[config.mk]
export PLATFORM = sky130hd
export DESIGN_NAME = obt_transceiver
export DESIGN_NICKNAME = d
export VERILOG_FILES = /design/src/obt_transceiver.v
export VERILOG_INCLUDE_DIRS = /design/src
export SDC_FILE = /design/constraint.sdc
export NUM_CORES = 1
export LEC_CHECK = 0
export BUFFER_PORTS_ARGS = -buffer_cell sky130_fd_sc_hd__buf_2
export CAP_MARGIN = 20
export CORE_MARGIN = 1.5
export CORE_UTILIZATION = 55
export CTS_BUF_LIST = sky130_fd_sc_hd__clkbuf_4
export DETAILED_ROUTE_END_ITERATION = 12
export PLACE_DENSITY = 0.79
export SYNTH_ARGS = -nofsm -noshare
export SYNTH_HDL_FRONTEND = slang
export SYNTH_SLANG_ARGS = --single-unit
[constraint.sdc]
create_clock -name CORE_CLK_IN -period 2.3 [get_ports CORE_CLK_IN]
set_input_delay 0.46 -clock CORE_CLK_IN [delete_from_list [all_inputs] [get_ports CORE_CLK_IN]]
set_output_delay 0.46 -clock CORE_CLK_IN [all_outputs]
set_load 0.02 [all_outputs]
[src/obt_defines.vh]
// What this block does
// - capture clocks load port registers on rise
// - capture happens whatever enable and direction
// - enable high drives nothing, captures continue
// - direction picks driven port when enabled
// - a-output source low passes live b
// - a-output source high sends stored b
// - b-output source low passes live a
// - b-output source high sends stored a
// - never drive both ports at once
// - input port storable in its own register
// - disabled output keeps input capture working
// - opposite port follows enable, direction, selects
`ifndef OBT_DEFINES_VH
`define OBT_DEFINES_VH

`define OBT_DATA_W        8
`define OBT_FIFO_W        18
`define OBT_FIFO_DEPTH    2

`define OBT_ADDR_CTRL     8'h00
`define OBT_ADDR_STATUS   8'h04
`define OBT_ADDR_STORE_A  8'h08
`define OBT_ADDR_STORE_B  8'h0c
`define OBT_ADDR_EVENT    8'h10

`define OBT_CTRL_SW_CAP_A 0
`define OBT_CTRL_SW_CAP_B 1
`define OBT_CTRL_CLR_OVF  2

`define OBT_ST_A_DRIVEN   0
`define OBT_ST_B_DRIVEN   1
`define OBT_ST_LEVEL_LO   2
`define OBT_ST_LEVEL_HI   3
`define OBT_ST_OVERFLOW   4
`define OBT_ST_A_LOADED   5
`define OBT_ST_B_LOADED   6

`define OBT_EV_VALID      17

`endif

[src/obt_transceiver.v]
// Decided for this implementation: the APB slave port and the register addresses.
`timescale 1ns/1ps
`include "obt_defines.vh"

module obt_transceiver
(
    // clock and reset
    input  wire        CORE_CLK_IN,
    input  wire        RESET_N_IN,
    // apb slave
    input  wire        PSEL_IN,
    input  wire        PENABLE_IN,
    input  wire        PWRITE_IN,
    input  wire [7:0]  PADDR_IN,
    input  wire [31:0] PWDATA_IN,
    output wire        PREADY_OUT,
    output reg  [31:0] PRDATA_OUT,
    output reg         PSLVERR_OUT,
    // control pins
    input  wire        DRIVE_EN_N_IN,
    input  wire        DIRECTION_IN,
    input  wire        A_OUT_SOURCE_SELECT_IN,
    input  wire        B_OUT_SOURCE_SELECT_IN,
    input  wire        A_SIDE_CAPTURE_CLOCK_IN,
    input  wire        B_SIDE_CAPTURE_CLOCK_IN,
    // port a
    input  wire [7:0]  PORT_A_IN,
    output reg  [7:0]  PORT_A_OUT,
    output reg         PORT_A_OE_OUT,
    // port b
    input  wire [7:0]  PORT_B_IN,
    output reg  [7:0]  PORT_B_OUT,
    output reg         PORT_B_OE_OUT,
    // capture event buffer
    output wire        CAPTURE_READY_OUT
);

    // two-stage synchronisers; first stage read only by second
    reg  [7:0] port_a_meta;
    reg  [7:0] port_a_sync;
    reg  [7:0] port_b_meta;
    reg  [7:0] port_b_sync;
    reg  [5:0] ctl_meta;
    reg  [5:0] ctl_sync;
    reg        clk_a_prev;
    reg        clk_b_prev;

    always @(posedge CORE_CLK_IN or negedge RESET_N_IN)
    begin
        if (!RESET_N_IN)
        begin
            port_a_meta <= 8'h00;
            port_a_sync <= 8'h00;
            port_b_meta <= 8'h00;
            port_b_sync <= 8'h00;
            ctl_meta    <= 6'h01;
            ctl_sync    <= 6'h01;
            clk_a_prev  <= 1'b0;
            clk_b_prev  <= 1'b0;
        end
        else
        begin
            port_a_meta <= PORT_A_IN;
            port_a_sync <= port_a_meta;
            port_b_meta <= PORT_B_IN;
            port_b_sync <= port_b_meta;
            ctl_meta    <= {B_SIDE_CAPTURE_CLOCK_IN, A_SIDE_CAPTURE_CLOCK_IN, B_OUT_SOURCE_SELECT_IN,
                            A_OUT_SOURCE_SELECT_IN, DIRECTION_IN, DRIVE_EN_N_IN};
            ctl_sync    <= ctl_meta;
            clk_a_prev  <= ctl_sync[4];
            clk_b_prev  <= ctl_sync[5];
        end
    end

    wire drive_en_n   = ctl_sync[0];
    wire direction    = ctl_sync[1];
    wire a_out_source = ctl_sync[2];
    wire b_out_source = ctl_sync[3];

    // apb decode
    wire apb_setup  = PSEL_IN & ~PENABLE_IN;
    wire apb_access = PSEL_IN & PENABLE_IN;
    wire apb_wr     = apb_access & PWRITE_IN;
    wire apb_rd     = apb_access & ~PWRITE_IN;

    function addr_mapped;
        input [7:0] addr;
        begin
            addr_mapped = (addr == `OBT_ADDR_CTRL) || (addr == `OBT_ADDR_STATUS) ||
                          (addr == `OBT_ADDR_STORE_A) || (addr == `OBT_ADDR_STORE_B) ||
                          (addr == `OBT_ADDR_EVENT);
        end
    endfunction

    wire ctrl_wr  = apb_wr & (PADDR_IN == `OBT_ADDR_CTRL);
    wire sw_cap_a = ctrl_wr & PWDATA_IN[`OBT_CTRL_SW_CAP_A];
    wire sw_cap_b = ctrl_wr & PWDATA_IN[`OBT_CTRL_SW_CAP_B];
    wire clr_ovf  = ctrl_wr & PWDATA_IN[`OBT_CTRL_CLR_OVF];

    // capture never gated by enable, direction or selects
    // pins are sampled by the core clock, so a capture pulse shorter
    // than one cycle high and one low can be missed
    wire cap_a = (ctl_sync[4] & ~clk_a_prev) | sw_cap_a;
    wire cap_b = (ctl_sync[5] & ~clk_b_prev) | sw_cap_b;

    // storage has no reset on purpose
    // stored data is undefined until its first capture; reads show zero until then
    reg  [7:0] store_a;
    reg  [7:0] store_b;
    reg        a_loaded;
    reg        b_loaded;

    always @(posedge CORE_CLK_IN)
    begin
        if (cap_a)
        begin
            store_a <= port_a_sync;
        end
        if (cap_b)
        begin
            store_b <= port_b_sync;
        end
    end

    // loaded flags let software see when stored data becomes meaningful
    always @(posedge CORE_CLK_IN or negedge RESET_N_IN)
    begin
        if (!RESET_N_IN)
        begin
            a_loaded <= 1'b0;
            b_loaded <= 1'b0;
        end
        else
        begin
            a_loaded <= a_loaded | cap_a;
            b_loaded <= b_loaded | cap_b;
        end
    end

    // port drive; enables exclusive by construction
    // a direction flip swaps both enables at one edge, so they never overlap
    reg [7:0] next_port_a;
    reg [7:0] next_port_b;
    reg       next_a_oe;
    reg       next_b_oe;

    always @*
    begin
        next_a_oe   = ~drive_en_n & ~direction;
        next_b_oe   = ~drive_en_n & direction;
        next_port_a = a_out_source ? store_b : port_b_sync;
        next_port_b = b_out_source ? store_a : port_a_sync;
    end

    always @(posedge CORE_CLK_IN or negedge RESET_N_IN)
    begin
        if (!RESET_N_IN)
        begin
            PORT_A_OUT    <= 8'h00;
            PORT_B_OUT    <= 8'h00;
            PORT_A_OE_OUT <= 1'b0;
            PORT_B_OE_OUT <= 1'b0;
        end
        else
        begin
            PORT_A_OUT    <= next_a_oe ? next_port_a : 8'h00;
            PORT_B_OUT    <= next_b_oe ? next_port_b : 8'h00;
            PORT_A_OE_OUT <= next_a_oe;
            PORT_B_OE_OUT <= next_b_oe;
        end
    end

    // two-entry buffer of capture events; apb reads drain it
    reg  [`OBT_FIFO_W-1:0] fifo_mem [0:`OBT_FIFO_DEPTH-1];
    reg                    fifo_wr_ptr;
    reg                    fifo_rd_ptr;
    reg  [1:0]             fifo_level;
    reg                    overflow;
    reg                    event_armed;

    wire fifo_in_valid  = cap_a | cap_b;
    wire fifo_in_ready  = (fifo_level != 2'd2);
    wire fifo_out_valid = (fifo_level != 2'd0);
    wire event_sel      = (PADDR_IN == `OBT_ADDR_EVENT);
    wire fifo_out_ready = apb_rd & event_sel & event_armed;
    wire fifo_push      = fifo_in_valid & fifo_in_ready;
    wire fifo_pop       = fifo_out_valid & fifo_out_ready;
    wire [`OBT_FIFO_W-1:0] fifo_in_word = {cap_b, cap_a,
                                           (cap_b ? port_b_sync : 8'h00),
                                           (cap_a ? port_a_sync : 8'h00)};

    assign CAPTURE_READY_OUT = fifo_in_ready;

    // a read of the event word pops only what its setup cycle latched;
    // an event that lands between setup and access waits for the next read
    wire event_rd_setup = apb_setup & ~PWRITE_IN & event_sel;

    always @(posedge CORE_CLK_IN or negedge RESET_N_IN)
    begin
        if (!RESET_N_IN)
        begin
            event_armed <= 1'b0;
        end
        else if (apb_setup)
        begin
            event_armed <= event_rd_setup & fifo_out_valid;
        end
    end

    // a full buffer refuses a push even when a pop lands in the same cycle

    always @(posedge CORE_CLK_IN)
    begin
        if (fifo_push)
        begin
            fifo_mem[fifo_wr_ptr] <= fifo_in_word;
        end
    end

    always @(posedge CORE_CLK_IN or negedge RESET_N_IN)
    begin
        if (!RESET_N_IN)
        begin
            fifo_wr_ptr <= 1'b0;
            fifo_rd_ptr <= 1'b0;
            fifo_level  <= 2'd0;
            overflow    <= 1'b0;
        end
        else
        begin
            if (fifo_push)
            begin
                fifo_wr_ptr <= ~fifo_wr_ptr;
            end
            if (fifo_pop)
            begin
                fifo_rd_ptr <= ~fifo_rd_ptr;
            end
            case ({fifo_push, fifo_pop})
                2'b10:   fifo_level <= fifo_level + 2'd1;
                2'b01:   fifo_level <= fifo_level - 2'd1;
                default: fifo_level <= fifo_level;
            endcase
            // a lost event wins over a clear in the same cycle
            if (fifo_in_valid & ~fifo_in_ready)
            begin
                overflow <= 1'b1;
            end
            else if (clr_ovf)
            begin
                overflow <= 1'b0;
            end
        end
    end

    // read data latched in setup, so access completes with no wait
    reg [31:0] next_rdata;

    always @*
    begin
        next_rdata = 32'h0000_0000;
        case (PADDR_IN)
            `OBT_ADDR_STATUS:
            begin
                next_rdata[`OBT_ST_A_DRIVEN] = PORT_A_OE_OUT;
                next_rdata[`OBT_ST_B_DRIVEN] = PORT_B_OE_OUT;
                next_rdata[`OBT_ST_LEVEL_HI:`OBT_ST_LEVEL_LO] = fifo_level;
                next_rdata[`OBT_ST_OVERFLOW] = overflow;
                next_rdata[`OBT_ST_A_LOADED] = a_loaded;
                next_rdata[`OBT_ST_B_LOADED] = b_loaded;
            end
            `OBT_ADDR_STORE_A: next_rdata[7:0] = a_loaded ? store_a : 8'h00;
            `OBT_ADDR_STORE_B: next_rdata[7:0] = b_loaded ? store_b : 8'h00;
            `OBT_ADDR_EVENT:
            begin
                if (fifo_out_valid)
                begin
                    next_rdata[`OBT_FIFO_W-1:0] = fifo_mem[fifo_rd_ptr];
                end
            end
            default: next_rdata = 32'h0000_0000;
        endcase
    end

    always @(posedge CORE_CLK_IN or negedge RESET_N_IN)
    begin
        if (!RESET_N_IN)
        begin
            PRDATA_OUT  <= 32'h0000_0000;
            PSLVERR_OUT <= 1'b0;
        end
        else if (apb_setup)
        begin
            PRDATA_OUT  <= PWRITE_IN ? 32'h0000_0000 : next_rdata;
            // unmapped writes change nothing; this flag is their only trace
            PSLVERR_OUT <= ~addr_mapped(PADDR_IN);
        end
    end

    assign PREADY_OUT = 1'b1;

endmodule

==> results.rst, run 1 <==
.. list-table::
   :header-rows: 1

   * - Metric
     - Value
   * - Outcome
     - finished clean
   * - Worst R2R Path Depth
     - 6
   * - Fraction of final layout cells with drive strength greater than 1
     - between 30% and 40%
   * - Min-Delay Endpoint
     - port_a_meta[1]
   * - Net total in the final layout
     - about 530
   * - RSZ-0062 raised after global routing
     - no
   * - Core area
     - 0.00928 mm^2
   * - First-pass iteration count of the detailed router
     - 4
   * - Worst reg2reg endpoint
     - fifo_level[1]
   * - Dominant register cell in the synthesized netlist
     - sky130_fd_sc_hd__dfrtp_1
   * - Cell area reported after detailed placement
     - 0.00598 mm^2
   * - Number of max-cap violations
     - 0
   * - Hold violation total from the final report
     - 0
   * - Iter 0 DRT Violations
     - 243
   * - CTS Buf Count
     - 17
   * - Pwr dens
     - 821 mW/mm^2
   * - Register containing the most flip-flops in the final layout
     - fifo_mem
   * - Startpoint class of the critical path
     - primary input
   * - Worst hold-check path type
     - primary input to register
   * - Crit. End Element
     - register
   * - Clock Pin Slew Worst Setup and Hold Paths
     - 120 ps
   * - Residual DRC count
     - 0
   * - Total number of yosys warnings
     - 0
   * - Per-instance average area after synthesis
     - between 10 and 15 um^2
   * - Starting utilization of the core area
     - 57.1%
   * - Maximum buffer depth of the clock tree
     - 2
   * - Floorplan die area
     - 0.0102 mm^2
   * - Post-route setup slack
     - 379 ps
   * - Delay of the slowest critical-path stage
     - 590 ps
   * - Clock tree from TritonCTS
     - built
   * - Pin slew with the least headroom to its limit
     - 832 ps
   * - Maximum resistive drop on vdd
     - 0.527 mV
   * - Regs by FF count
     - fifo_mem: 36 flops, PRDATA_OUT: 18 flops
   * - Synthesis-to-layout area growth
     - 19.1%
   * - Reg-to-Reg Start
     - fifo_level[0]
   * - Post-synth cell types
     - 47
   * - Setup violation total in the final timing report
     - 0
   * - Vias/cell
     - 5.07
   * - R2r setup slk
     - 390 ps
   * - Post-Place Setup Slack
     - -141 ps
   * - Port bufs
     - 75
   * - Global-route wire length before repair
     - roughly 15000 um
   * - Share of Yosys cell area claimed by the top area cell type
     - between 40% and 50%
   * - Synthesized netlist cell count
     - 359
   * - Clk sinks
     - 143
   * - Final-layout worst hold slack
     - 49.3 ps
   * - Seq cells post-synth
     - roughly 140
   * - Largest net degree at the start of global routing
     - 48
   * - Register area share after synthesis
     - 72.5%
   * - Gpl congestion
     - 0.883
   * - Width of the die
     - 101 um
   * - Final ANT Viol Nets
     - 0
   * - Highest Clock Rate
     - 0.520 GHz
   * - # diodes
     - 0
   * - Congestion Overflow GR
     - 0
   * - Total vias in the final route
     - 3082
   * - Clock root buffer master
     - sky130_fd_sc_hd__clkbuf_4
   * - Leakage component of the power
     - 2.80 nW
   * - Critical Path, Cell by Cell
     - buf_2, or4_1, nor4_4, o21ai_2, ha_1, nor2_1, xor2_1
   * - Vias in the first global route
     - 3084
   * - Routed WL
     - 9740 um
   * - Routed length per instance
     - 16.0 um
   * - Site row count
     - 35
   * - Detailed placement HPWL
     - approximately 6900 um
   * - PnR Total Power
     - 5.19 mW
   * - Number of enable flip-flop cells after synthesis
     - 52
   * - Die Y
     - 101 um
   * - Final worst path period share
     - 83.5%
   * - Layout Utilization
     - roughly two thirds
   * - Cells resized by post-CTS repair
     - 0
   * - Largest register FFs
     - 36
   * - Final instance area
     - around 0.0063 mm^2
   * - Boundary pin count
     - 120
   * - Max stage delay cell, worst path
     - sky130_fd_sc_hd__or4_1
   * - Hold wc startpoint
     - PORT_A_IN[1]
   * - Top cells by area, synth
     - sky130_fd_sc_hd__dfrtp_1 42%, sky130_fd_sc_hd__edfxtp_1 29%, sky130_fd_sc_hd__mux2i_1 6.4%, sky130_fd_sc_hd__buf_4 2.1%, sky130_fd_sc_hd__and2_1 2.0%
   * - Clock latency of the later-clocked register in the worst-skew pair
     - 500 ps
   * - Async set or reset register ratio after synthesis
     - between 60% and 70%
   * - Worst slew margin
     - roughly 45%
   * - Startpoint-to-endpoint class of the critical path
     - primary input to register
   * - Data required time at the worst endpoint
     - ~2700 ps
   * - Register area
     - between 0.003 and 0.004 mm^2
   * - Largest driver fanout on the critical path
     - 4
   * - Min Tclk post-route
     - between 1500 and 2000 ps
   * - Cell type contributing the most total cell area after synthesis
     - sky130_fd_sc_hd__dfrtp_1
   * - Hold-critical path depth
     - 1
   * - Data arrival time of the worst path
     - around 2400 ps
   * - Gr usage total
     - 20.5%
   * - H-tree levels
     - 4
   * - Clk_skew
     - 22.0 ps
   * - Combined area of all synthesized cells
     - 0.00530 mm^2
   * - Layout filler cell count
     - 693
   * - Initial antenna violation count
     - 0
   * - Final count of pins violating max slew
     - 0
   * - Area of combinational cells with multiple inputs
     - 0.00133 mm^2
-- power breakdown --
part	internal, mW	switching, mW
clock	0.676	0.881
sequential	2.91	0.117
combinational	0.248	0.359
total	3.83	1.36
-- metal layers --
metal / vias up / routed length (um) / global-route usage (%)
met1: 1477 / 4020 / 26.4
li1: 1475 / - / -
met2: 112 / 5080 / 33.7
met5: - / 0 / 0
met4: 0 / 133 / 8.76
met3: 18 / 504 / 4.83
-- what timing repair did --
action                                 in CTS  in global routing
hold buffers                                1                  4
setup buffers                               0                  0
endpoints found under the hold margin      43                  4
-- Yosys cell counts (2+ instances only) --
cell                        number
sky130_fd_sc_hd__dfrtp_1        89
sky130_fd_sc_hd__edfxtp_1       52
sky130_fd_sc_hd__mux2i_1        34
sky130_fd_sc_hd__nor2_1         26
sky130_fd_sc_hd__nand2_1        20
sky130_fd_sc_hd__and2_1         17
sky130_fd_sc_hd__buf_4          15
sky130_fd_sc_hd__clkbuf_1       10
sky130_fd_sc_hd__o21ai_2         9
sky130_fd_sc_hd__a22o_1          8
sky130_fd_sc_hd__nor4_1          8
sky130_fd_sc_hd__o21ai_0         8
sky130_fd_sc_hd__inv_1           6
sky130_fd_sc_hd__nand2b_1        5
sky130_fd_sc_hd__or2_2           5
sky130_fd_sc_hd__a22oi_1         3
sky130_fd_sc_hd__nand3_1         3
sky130_fd_sc_hd__xnor2_1         3
sky130_fd_sc_hd__a21oi_1         2
sky130_fd_sc_hd__a221oi_1        2
sky130_fd_sc_hd__a2bb2oi_1       2
sky130_fd_sc_hd__a32o_1          2
sky130_fd_sc_hd__buf_6           2
sky130_fd_sc_hd__conb_1          2
sky130_fd_sc_hd__dfstp_2         2
sky130_fd_sc_hd__nand4_1         2
sky130_fd_sc_hd__xor2_1          2
-- cell usage in the layout, fill, tap and decap left out, types with 2 or more instances in the layout --
cell type and instances:
sky130_fd_sc_hd__conb_1 15, sky130_fd_sc_hd__a32o_1 2, sky130_fd_sc_hd__xnor2_1 3, sky130_fd_sc_hd__clkbuf_4 19, sky130_fd_sc_hd__dfstp_2 2, sky130_fd_sc_hd__bufinv_16 2
sky130_fd_sc_hd__o21ai_2 10, sky130_fd_sc_hd__dfrtp_1 89, sky130_fd_sc_hd__nor2_4 2, sky130_fd_sc_hd__clkinv_1 2, sky130_fd_sc_hd__inv_6 3, sky130_fd_sc_hd__buf_4 19
sky130_fd_sc_hd__a21oi_1 2, sky130_fd_sc_hd__xor2_1 2, sky130_fd_sc_hd__nor4_1 7, sky130_fd_sc_hd__buf_2 74, sky130_fd_sc_hd__a22o_1 8, sky130_fd_sc_hd__mux2i_1 34
sky130_fd_sc_hd__inv_1 6, sky130_fd_sc_hd__or2_2 5, sky130_fd_sc_hd__dlygate4sd3_1 5, sky130_fd_sc_hd__and2_1 17, sky130_fd_sc_hd__a2bb2oi_1 2, sky130_fd_sc_hd__a221oi_1 2
sky130_fd_sc_hd__nand2b_1 5, sky130_fd_sc_hd__nand2_1 20, sky130_fd_sc_hd__o21ai_0 7, sky130_fd_sc_hd__nand3_1 3, sky130_fd_sc_hd__a22oi_1 3, sky130_fd_sc_hd__edfxtp_1 52
sky130_fd_sc_hd__buf_12 6, sky130_fd_sc_hd__inv_4 2, sky130_fd_sc_hd__clkinv_4 2, sky130_fd_sc_hd__nand4_1 2, sky130_fd_sc_hd__nor2_1 23
-- how the worst max path moves through the flow --
stage / from / endpoint / slack, ps / cells past startpoint
global route: PADDR_IN[5] / fifo_mem[1][10] / 330 / 8
finish: PADDR_IN[5] / fifo_level[1] / 380 / 7
global placement: PADDR_IN[5] / store_b[3] / -90 / 7
detailed placement: PADDR_IN[5] / fifo_level[1] / -140 / 7
CTS: fifo_level[0] / fifo_level[1] / 410 / 6
floorplan: PADDR_IN[1] / fifo_level[1] / 5 / 7
-- stage by stage --
step | cells | setup TNS (ps)
final | 608 | 0
after global routing | 608 | 0
after CTS | 604 | 0
after detailed placement | 571 | -4770
after global placement | 571 | -3950
after floorplan | 372 | 0
-- kinds of logic after synthesis --
kind of cell / after synthesis / synth area share (%)
buf+inv: 35 / 4.13
simple gates: 96 / 9.51
other cells: 2 / 0.142
xor+xnor: 5 / 0.826
compound gates: 43 / 6.28
fa+ha+maj: 1 / 0.236
mux: 34 / 6.42
flops: 143 / 72.5
-- worst max-delay path: cells and delay by family --
kind | cells | cell delay, ps
AND/OR/NAND/NOR | 3 | 1070
adder cells (fa/ha/maj) | 1 | 360
AO/OA/AOI/OAI | 1 | 190
XOR/XNOR | 1 | 160
buffers and inverters | 1 | 110
-- layout make-up --
cell class | count | share of cell area (%)
timing repair buffer | 104 | 10.8
multi-input combinational | 194 | 21.0
clock inverter | 13 | 2.16
clock buffer | 19 | 2.26
tap | 129 | 2.56
inverter | 6 | 0.357
sequential | 143 | 60.8
Note: power is estimated with default switching activity, not from simulation.
==> run 2, diff against run 1 <==
--- a/config.mk
+++ b/config.mk
@@ -6,13 +6,14 @@
 export SDC_FILE = /design/constraint.sdc
 export NUM_CORES = 1
 export LEC_CHECK = 0
+export ABC_AREA = 1
 export BUFFER_PORTS_ARGS = -buffer_cell sky130_fd_sc_hd__buf_2
 export CAP_MARGIN = 20
 export CORE_MARGIN = 1.5
-export CORE_UTILIZATION = 55
+export CORE_UTILIZATION = 50
 export CTS_BUF_LIST = sky130_fd_sc_hd__clkbuf_4
 export DETAILED_ROUTE_END_ITERATION = 12
-export PLACE_DENSITY = 0.79
+export PLACE_DENSITY = 0.76
 export SYNTH_ARGS = -nofsm -noshare
 export SYNTH_HDL_FRONTEND = slang
 export SYNTH_SLANG_ARGS = --single-unit
==> constraint.sdc (replaced) <==
create_clock -name CORE_CLK_IN -period 1.5 [get_ports CORE_CLK_IN]
set_input_delay 0.3 -clock CORE_CLK_IN [delete_from_list [all_inputs] [get_ports CORE_CLK_IN]]
set_output_delay 0.3 -clock CORE_CLK_IN [all_outputs]
set_load 0.02 [all_outputs]
==> results.rst, run 2 <==
.. list-table::
   :header-rows: 1

   * - Metric
     - Value
   * - Synthesized netlist cell count
     - 434 (+21%)
   * - Dominant register cell in the synthesized netlist
     - sky130_fd_sc_hd__dfrtp_1
   * - Regs by FF count
     - fifo_mem: 36 flops, PRDATA_OUT: 18 flops
   * - Clock root buffer master
     - sky130_fd_sc_hd__clkbuf_4
   * - Leakage component of the power
     - 3.14 nW (+12%)
   * - Total Negative Setup Slacks
     - -21.4 ps (-21.4 ps)
   * - Layout filler cell count
     - 798 (+15%)
   * - Post-Place Setup Slack
     - -301 ps (-160 ps)
   * - Reg-to-Reg Start
     - fifo_level[1]
   * - Die Y
     - 106 um (+5.0%)
   * - Startpoint-to-endpoint class of the critical path
     - register to output pin
   * - Highest Clock Rate
     - 0.657 GHz
   * - Maximum resistive drop on vdd
     - 0.668 mV (+27%)
   * - PnR Total Power
     - 8.38 mW (+62%)
   * - Vias/cell
     - 4.85 (-4.4%)
   * - List of most frequent post-synthesis cells
     - 89 x sky130_fd_sc_hd__dfrtp_1, 78 x sky130_fd_sc_hd__nand2_1, 52 x sky130_fd_sc_hd__edfxtp_1
   * - Register area share after synthesis
     - 72.2% (-0.31 points)
   * - Final count of pins violating max slew
     - 0 (unchanged)
   * - Maximum buffer depth of the clock tree
     - 2 (unchanged)
   * - Initial antenna violation count
     - 0 (unchanged)
   * - Gr usage total
     - 20.6% (+0.059 points)
   * - Seq cells post-synth
     - 143 (unchanged)
   * - Post-synth cell types
     - 33 (-30%)
   * - Register containing the most flip-flops in the final layout
     - fifo_mem
   * - Final worst path period share
     - 101%
   * - Clock tree from TritonCTS
     - built
   * - Combined area of all synthesized cells
     - 0.00532 mm^2 (+0.42%)
   * - Starting utilization of the core area
     - 51.6% (-5.5 points)
   * - # diodes
     - 0 (unchanged)
   * - Total number of yosys warnings
     - 0 (unchanged)
   * - RSZ-0062 raised after global routing
     - yes
   * - Register area
     - 0.00384 mm^2 (unchanged)
   * - Routed length per instance
     - 14.6 um (-8.8%)
   * - Violated checks
     - setup timing
   * - Pin slew with the least headroom to its limit
     - 541 ps (-291 ps)
   * - Fraction of final layout cells with drive strength greater than 1
     - 32.0% (about the same)
   * - Origin of the worst setup path
     - fifo_level[0]
   * - Share of Yosys cell area claimed by the top area cell type
     - 41.8% (-0.18 points)
   * - Most used routing layer in global routing
     - met2
   * - Clk sinks
     - 143 (unchanged)
   * - Number of cells after detailed placement
     - 665 (+16%)
   * - Met2 Track Usage GR
     - 34.2% (+0.48 points)
   * - Crit. End Element
     - output pin
   * - Net total in the final layout
     - 643 (+20%)
   * - Number of enable flip-flop cells after synthesis
     - 52 (unchanged)
   * - CTS Buf Count
     - 17 (unchanged)
   * - Outcome
     - complete, but fails checks
   * - Startpoint class of the critical path
     - register
   * - Most frequent cells in the layout
     - 89 x sky130_fd_sc_hd__dfrtp_1, 74 x sky130_fd_sc_hd__nand2_1, 73 x sky130_fd_sc_hd__buf_2, 52 x sky130_fd_sc_hd__edfxtp_1, 35 x sky130_fd_sc_hd__inv_1
   * - Final Non-Filler Cells
     - 724 (+19%)
   * - Worst slew margin
     - 63.9% (+19 points)
   * - Async set or reset register ratio after synthesis
     - 63.6% (unchanged)
   * - Data required time at the worst endpoint
     - 1200 ps (-1530 ps)
   * - Residual DRC count
     - 0 (unchanged)
   * - Port bufs
     - 75 (unchanged)
   * - Hold wc startpoint
     - PWDATA_IN[2]
   * - Number of max-cap violations
     - 0 (unchanged)
   * - First-pass iteration count of the detailed router
     - 5 (+1)
   * - Post-route setup slack
     - -21.4 ps (-400 ps)
   * - Cell type contributing the most total cell area after synthesis
     - sky130_fd_sc_hd__dfrtp_1
   * - Congestion Overflow GR
     - 0 (unchanged)
   * - Clk_skew
     - 20.5 ps (-1.50 ps)
   * - Routing usage on met1
     - 26.5% (+0.087 points)
   * - Hold violation total from the final report
     - 0 (unchanged)
   * - Clock Pin Slew Worst Setup and Hold Paths
     - 120 ps (about the same)
   * - Data arrival time of the worst path
     - 1220 ps (-1130 ps)
   * - Iter 0 DRT Violations
     - 186 (-23%)
   * - Pwr dens
     - 1240 mW/mm^2 (+51%)
   * - Vias in the first global route
     - 3538 (+15%)
   * - Most common cell in the netlist
     - sky130_fd_sc_hd__dfrtp_1
   * - Worst hold-check path type
     - primary input to register
   * - R2r setup slk
     - 10 ps (-380 ps)
   * - Clock latency of the later-clocked register in the worst-skew pair
     - 540 ps (+40 ps)
   * - Boundary pin count
     - 120 (unchanged)
   * - Width of the die
     - 106 um (+5.0%)
   * - Setup violation total in the final timing report
     - 1 (+1)
   * - Largest net degree at the start of global routing
     - 92 (+92%)
   * - Final ANT Viol Nets
     - 0 (unchanged)
   * - Detailed placement HPWL
     - 7520 um (+9.4%)
   * - H-tree levels
     - 4 (unchanged)
   * - Final-layout worst hold slack
     - 104 ps (+54.4 ps)
   * - Core area
     - 0.0103 mm^2 (+11%)
   * - Top cells by area, synth
     - sky130_fd_sc_hd__dfrtp_1 42%, sky130_fd_sc_hd__edfxtp_1 29%, sky130_fd_sc_hd__nand2_1 5.5%, sky130_fd_sc_hd__inv_1 2.6%, sky130_fd_sc_hd__buf_4 2.3%
   * - Grt met3 use
     - 5.03% (+0.20 points)
   * - Min Tclk post-route
     - around 1500 ps
   * - Global-route wire length before repair
     - 17200 um (+12%)
   * - Site row count
     - 37 (+5.7%)
   * - Area of combinational cells with multiple inputs
     - 0.00131 mm^2 (-1.2%)
   * - Largest register FFs
     - 36 (unchanged)
   * - Per-instance average area after synthesis
     - 12.3 um^2 (-17%)
   * - Largest driver fanout on the critical path
     - 3 (-1)
   * - Commonest non-fill, non-tap cell in the layout
     - sky130_fd_sc_hd__dfrtp_1
   * - Floorplan die area
     - 0.0113 mm^2 (+10%)
   * - Total vias in the final route
     - 3508 (+14%)
   * - Routed WL
     - 10600 um (+8.5%)
   * - Gpl congestion
     - 0.870 (-1.5%)
   * - Synthesis-to-layout area growth
     - 27.1%
## run 2: changes by cell type in the layout (fill, tap and decap cells not counted), sizes merged, moves of 10 or more
| cell | before | now |
|---|---|---|
| a21oi | 2 | 21 |
| and2 | 17 | 0 |
| buf | 99 | 113 |
| dlygate4sd3 | 5 | 23 |
| inv | 11 | 45 |
| mux2i | 34 | 10 |
| nand2 | 20 | 82 |
| nand3 | 3 | 13 |
| nand4 | 2 | 19 |
| o21ai | 17 | 32 |
## run 2: repair_timing
item                                    in CTS  in global routing
hold buffers                                23                  0
endpoints found under the setup margin       3                  3
endpoints found under the hold margin      111                  0
pin swaps                                    1                  4
gates resized for setup                      5                  4
setup buffers                                3                  2
## run 2: final cells by class
type | count | area share, %
sequential | 143 | 56.8
multi-input combinational | 237 | 19.4
timing repair buffer | 136 | 14.6
tap | 136 | 2.51
inverter | 40 | 2.35
clock inverter | 13 | 2.26
clock buffer | 19 | 2.11
## run 2: final timing paths
kind	to	cells past startpoint
max reg2reg	fifo_mem[1][6]	6
max in group asynchronous	ctl_meta[0]	3
min	overflow	4
max	CAPTURE_READY_OUT	3
min in group asynchronous	port_b_meta[3]	3
min reg2reg	port_a_sync[4]	0
## run 2: critical path: stages (launching register included)
cell	delay, ps
sky130_fd_sc_hd__dfrtp_1	410
sky130_fd_sc_hd__inv_1	70
sky130_fd_sc_hd__nand2_2	70
sky130_fd_sc_hd__buf_6	140
## run 2: metrics by stage
stage | instance area, um^2 | utilization, %
after floorplan | 5460 | -
after global placement | 6180 | 59.8
after detailed placement | 6180 | 59.8
after CTS | 6730 | 65.2
after global routing | 6770 | 65.5
final | 6770 | 65.5
## run 2: metal layers
metal | vias to the layer above | wire length [um]
li1 | 1707 | -
met1 | 1696 | 4600
met2 | 93 | 5380
met3 | 12 | 448
met4 | 0 | 142
met5 | - | 0
## run 2: logic make-up (layout without fill, tap and decap cells)
logic type / count (synthesis) / in the layout / share of synthesized area [%]
AND/OR/NAND/NOR: 153 / 153 / 13.1
flip-flops: 143 / 143 / 72.2
buffers and inverters: 67 / 208 / 6.13
AO/OA/AOI/OAI: 55 / 55 / 5.90
multiplexers: 10 / 10 / 1.88
XOR/XNOR: 3 / 3 / 0.494
other: 2 / 15 / 0.141
adder cells (fa/ha/maj): 1 / 1 / 0.235
## run 2: report_power, final
| group | switching [mW] | total (mW) | internal (mW) |
|---|---|---|---|
| clock network | 1.45 | 2.51 | 1.06 |
| registers | 0.130 | 4.58 | 4.45 |
| logic | 0.708 | 1.28 | 0.573 |
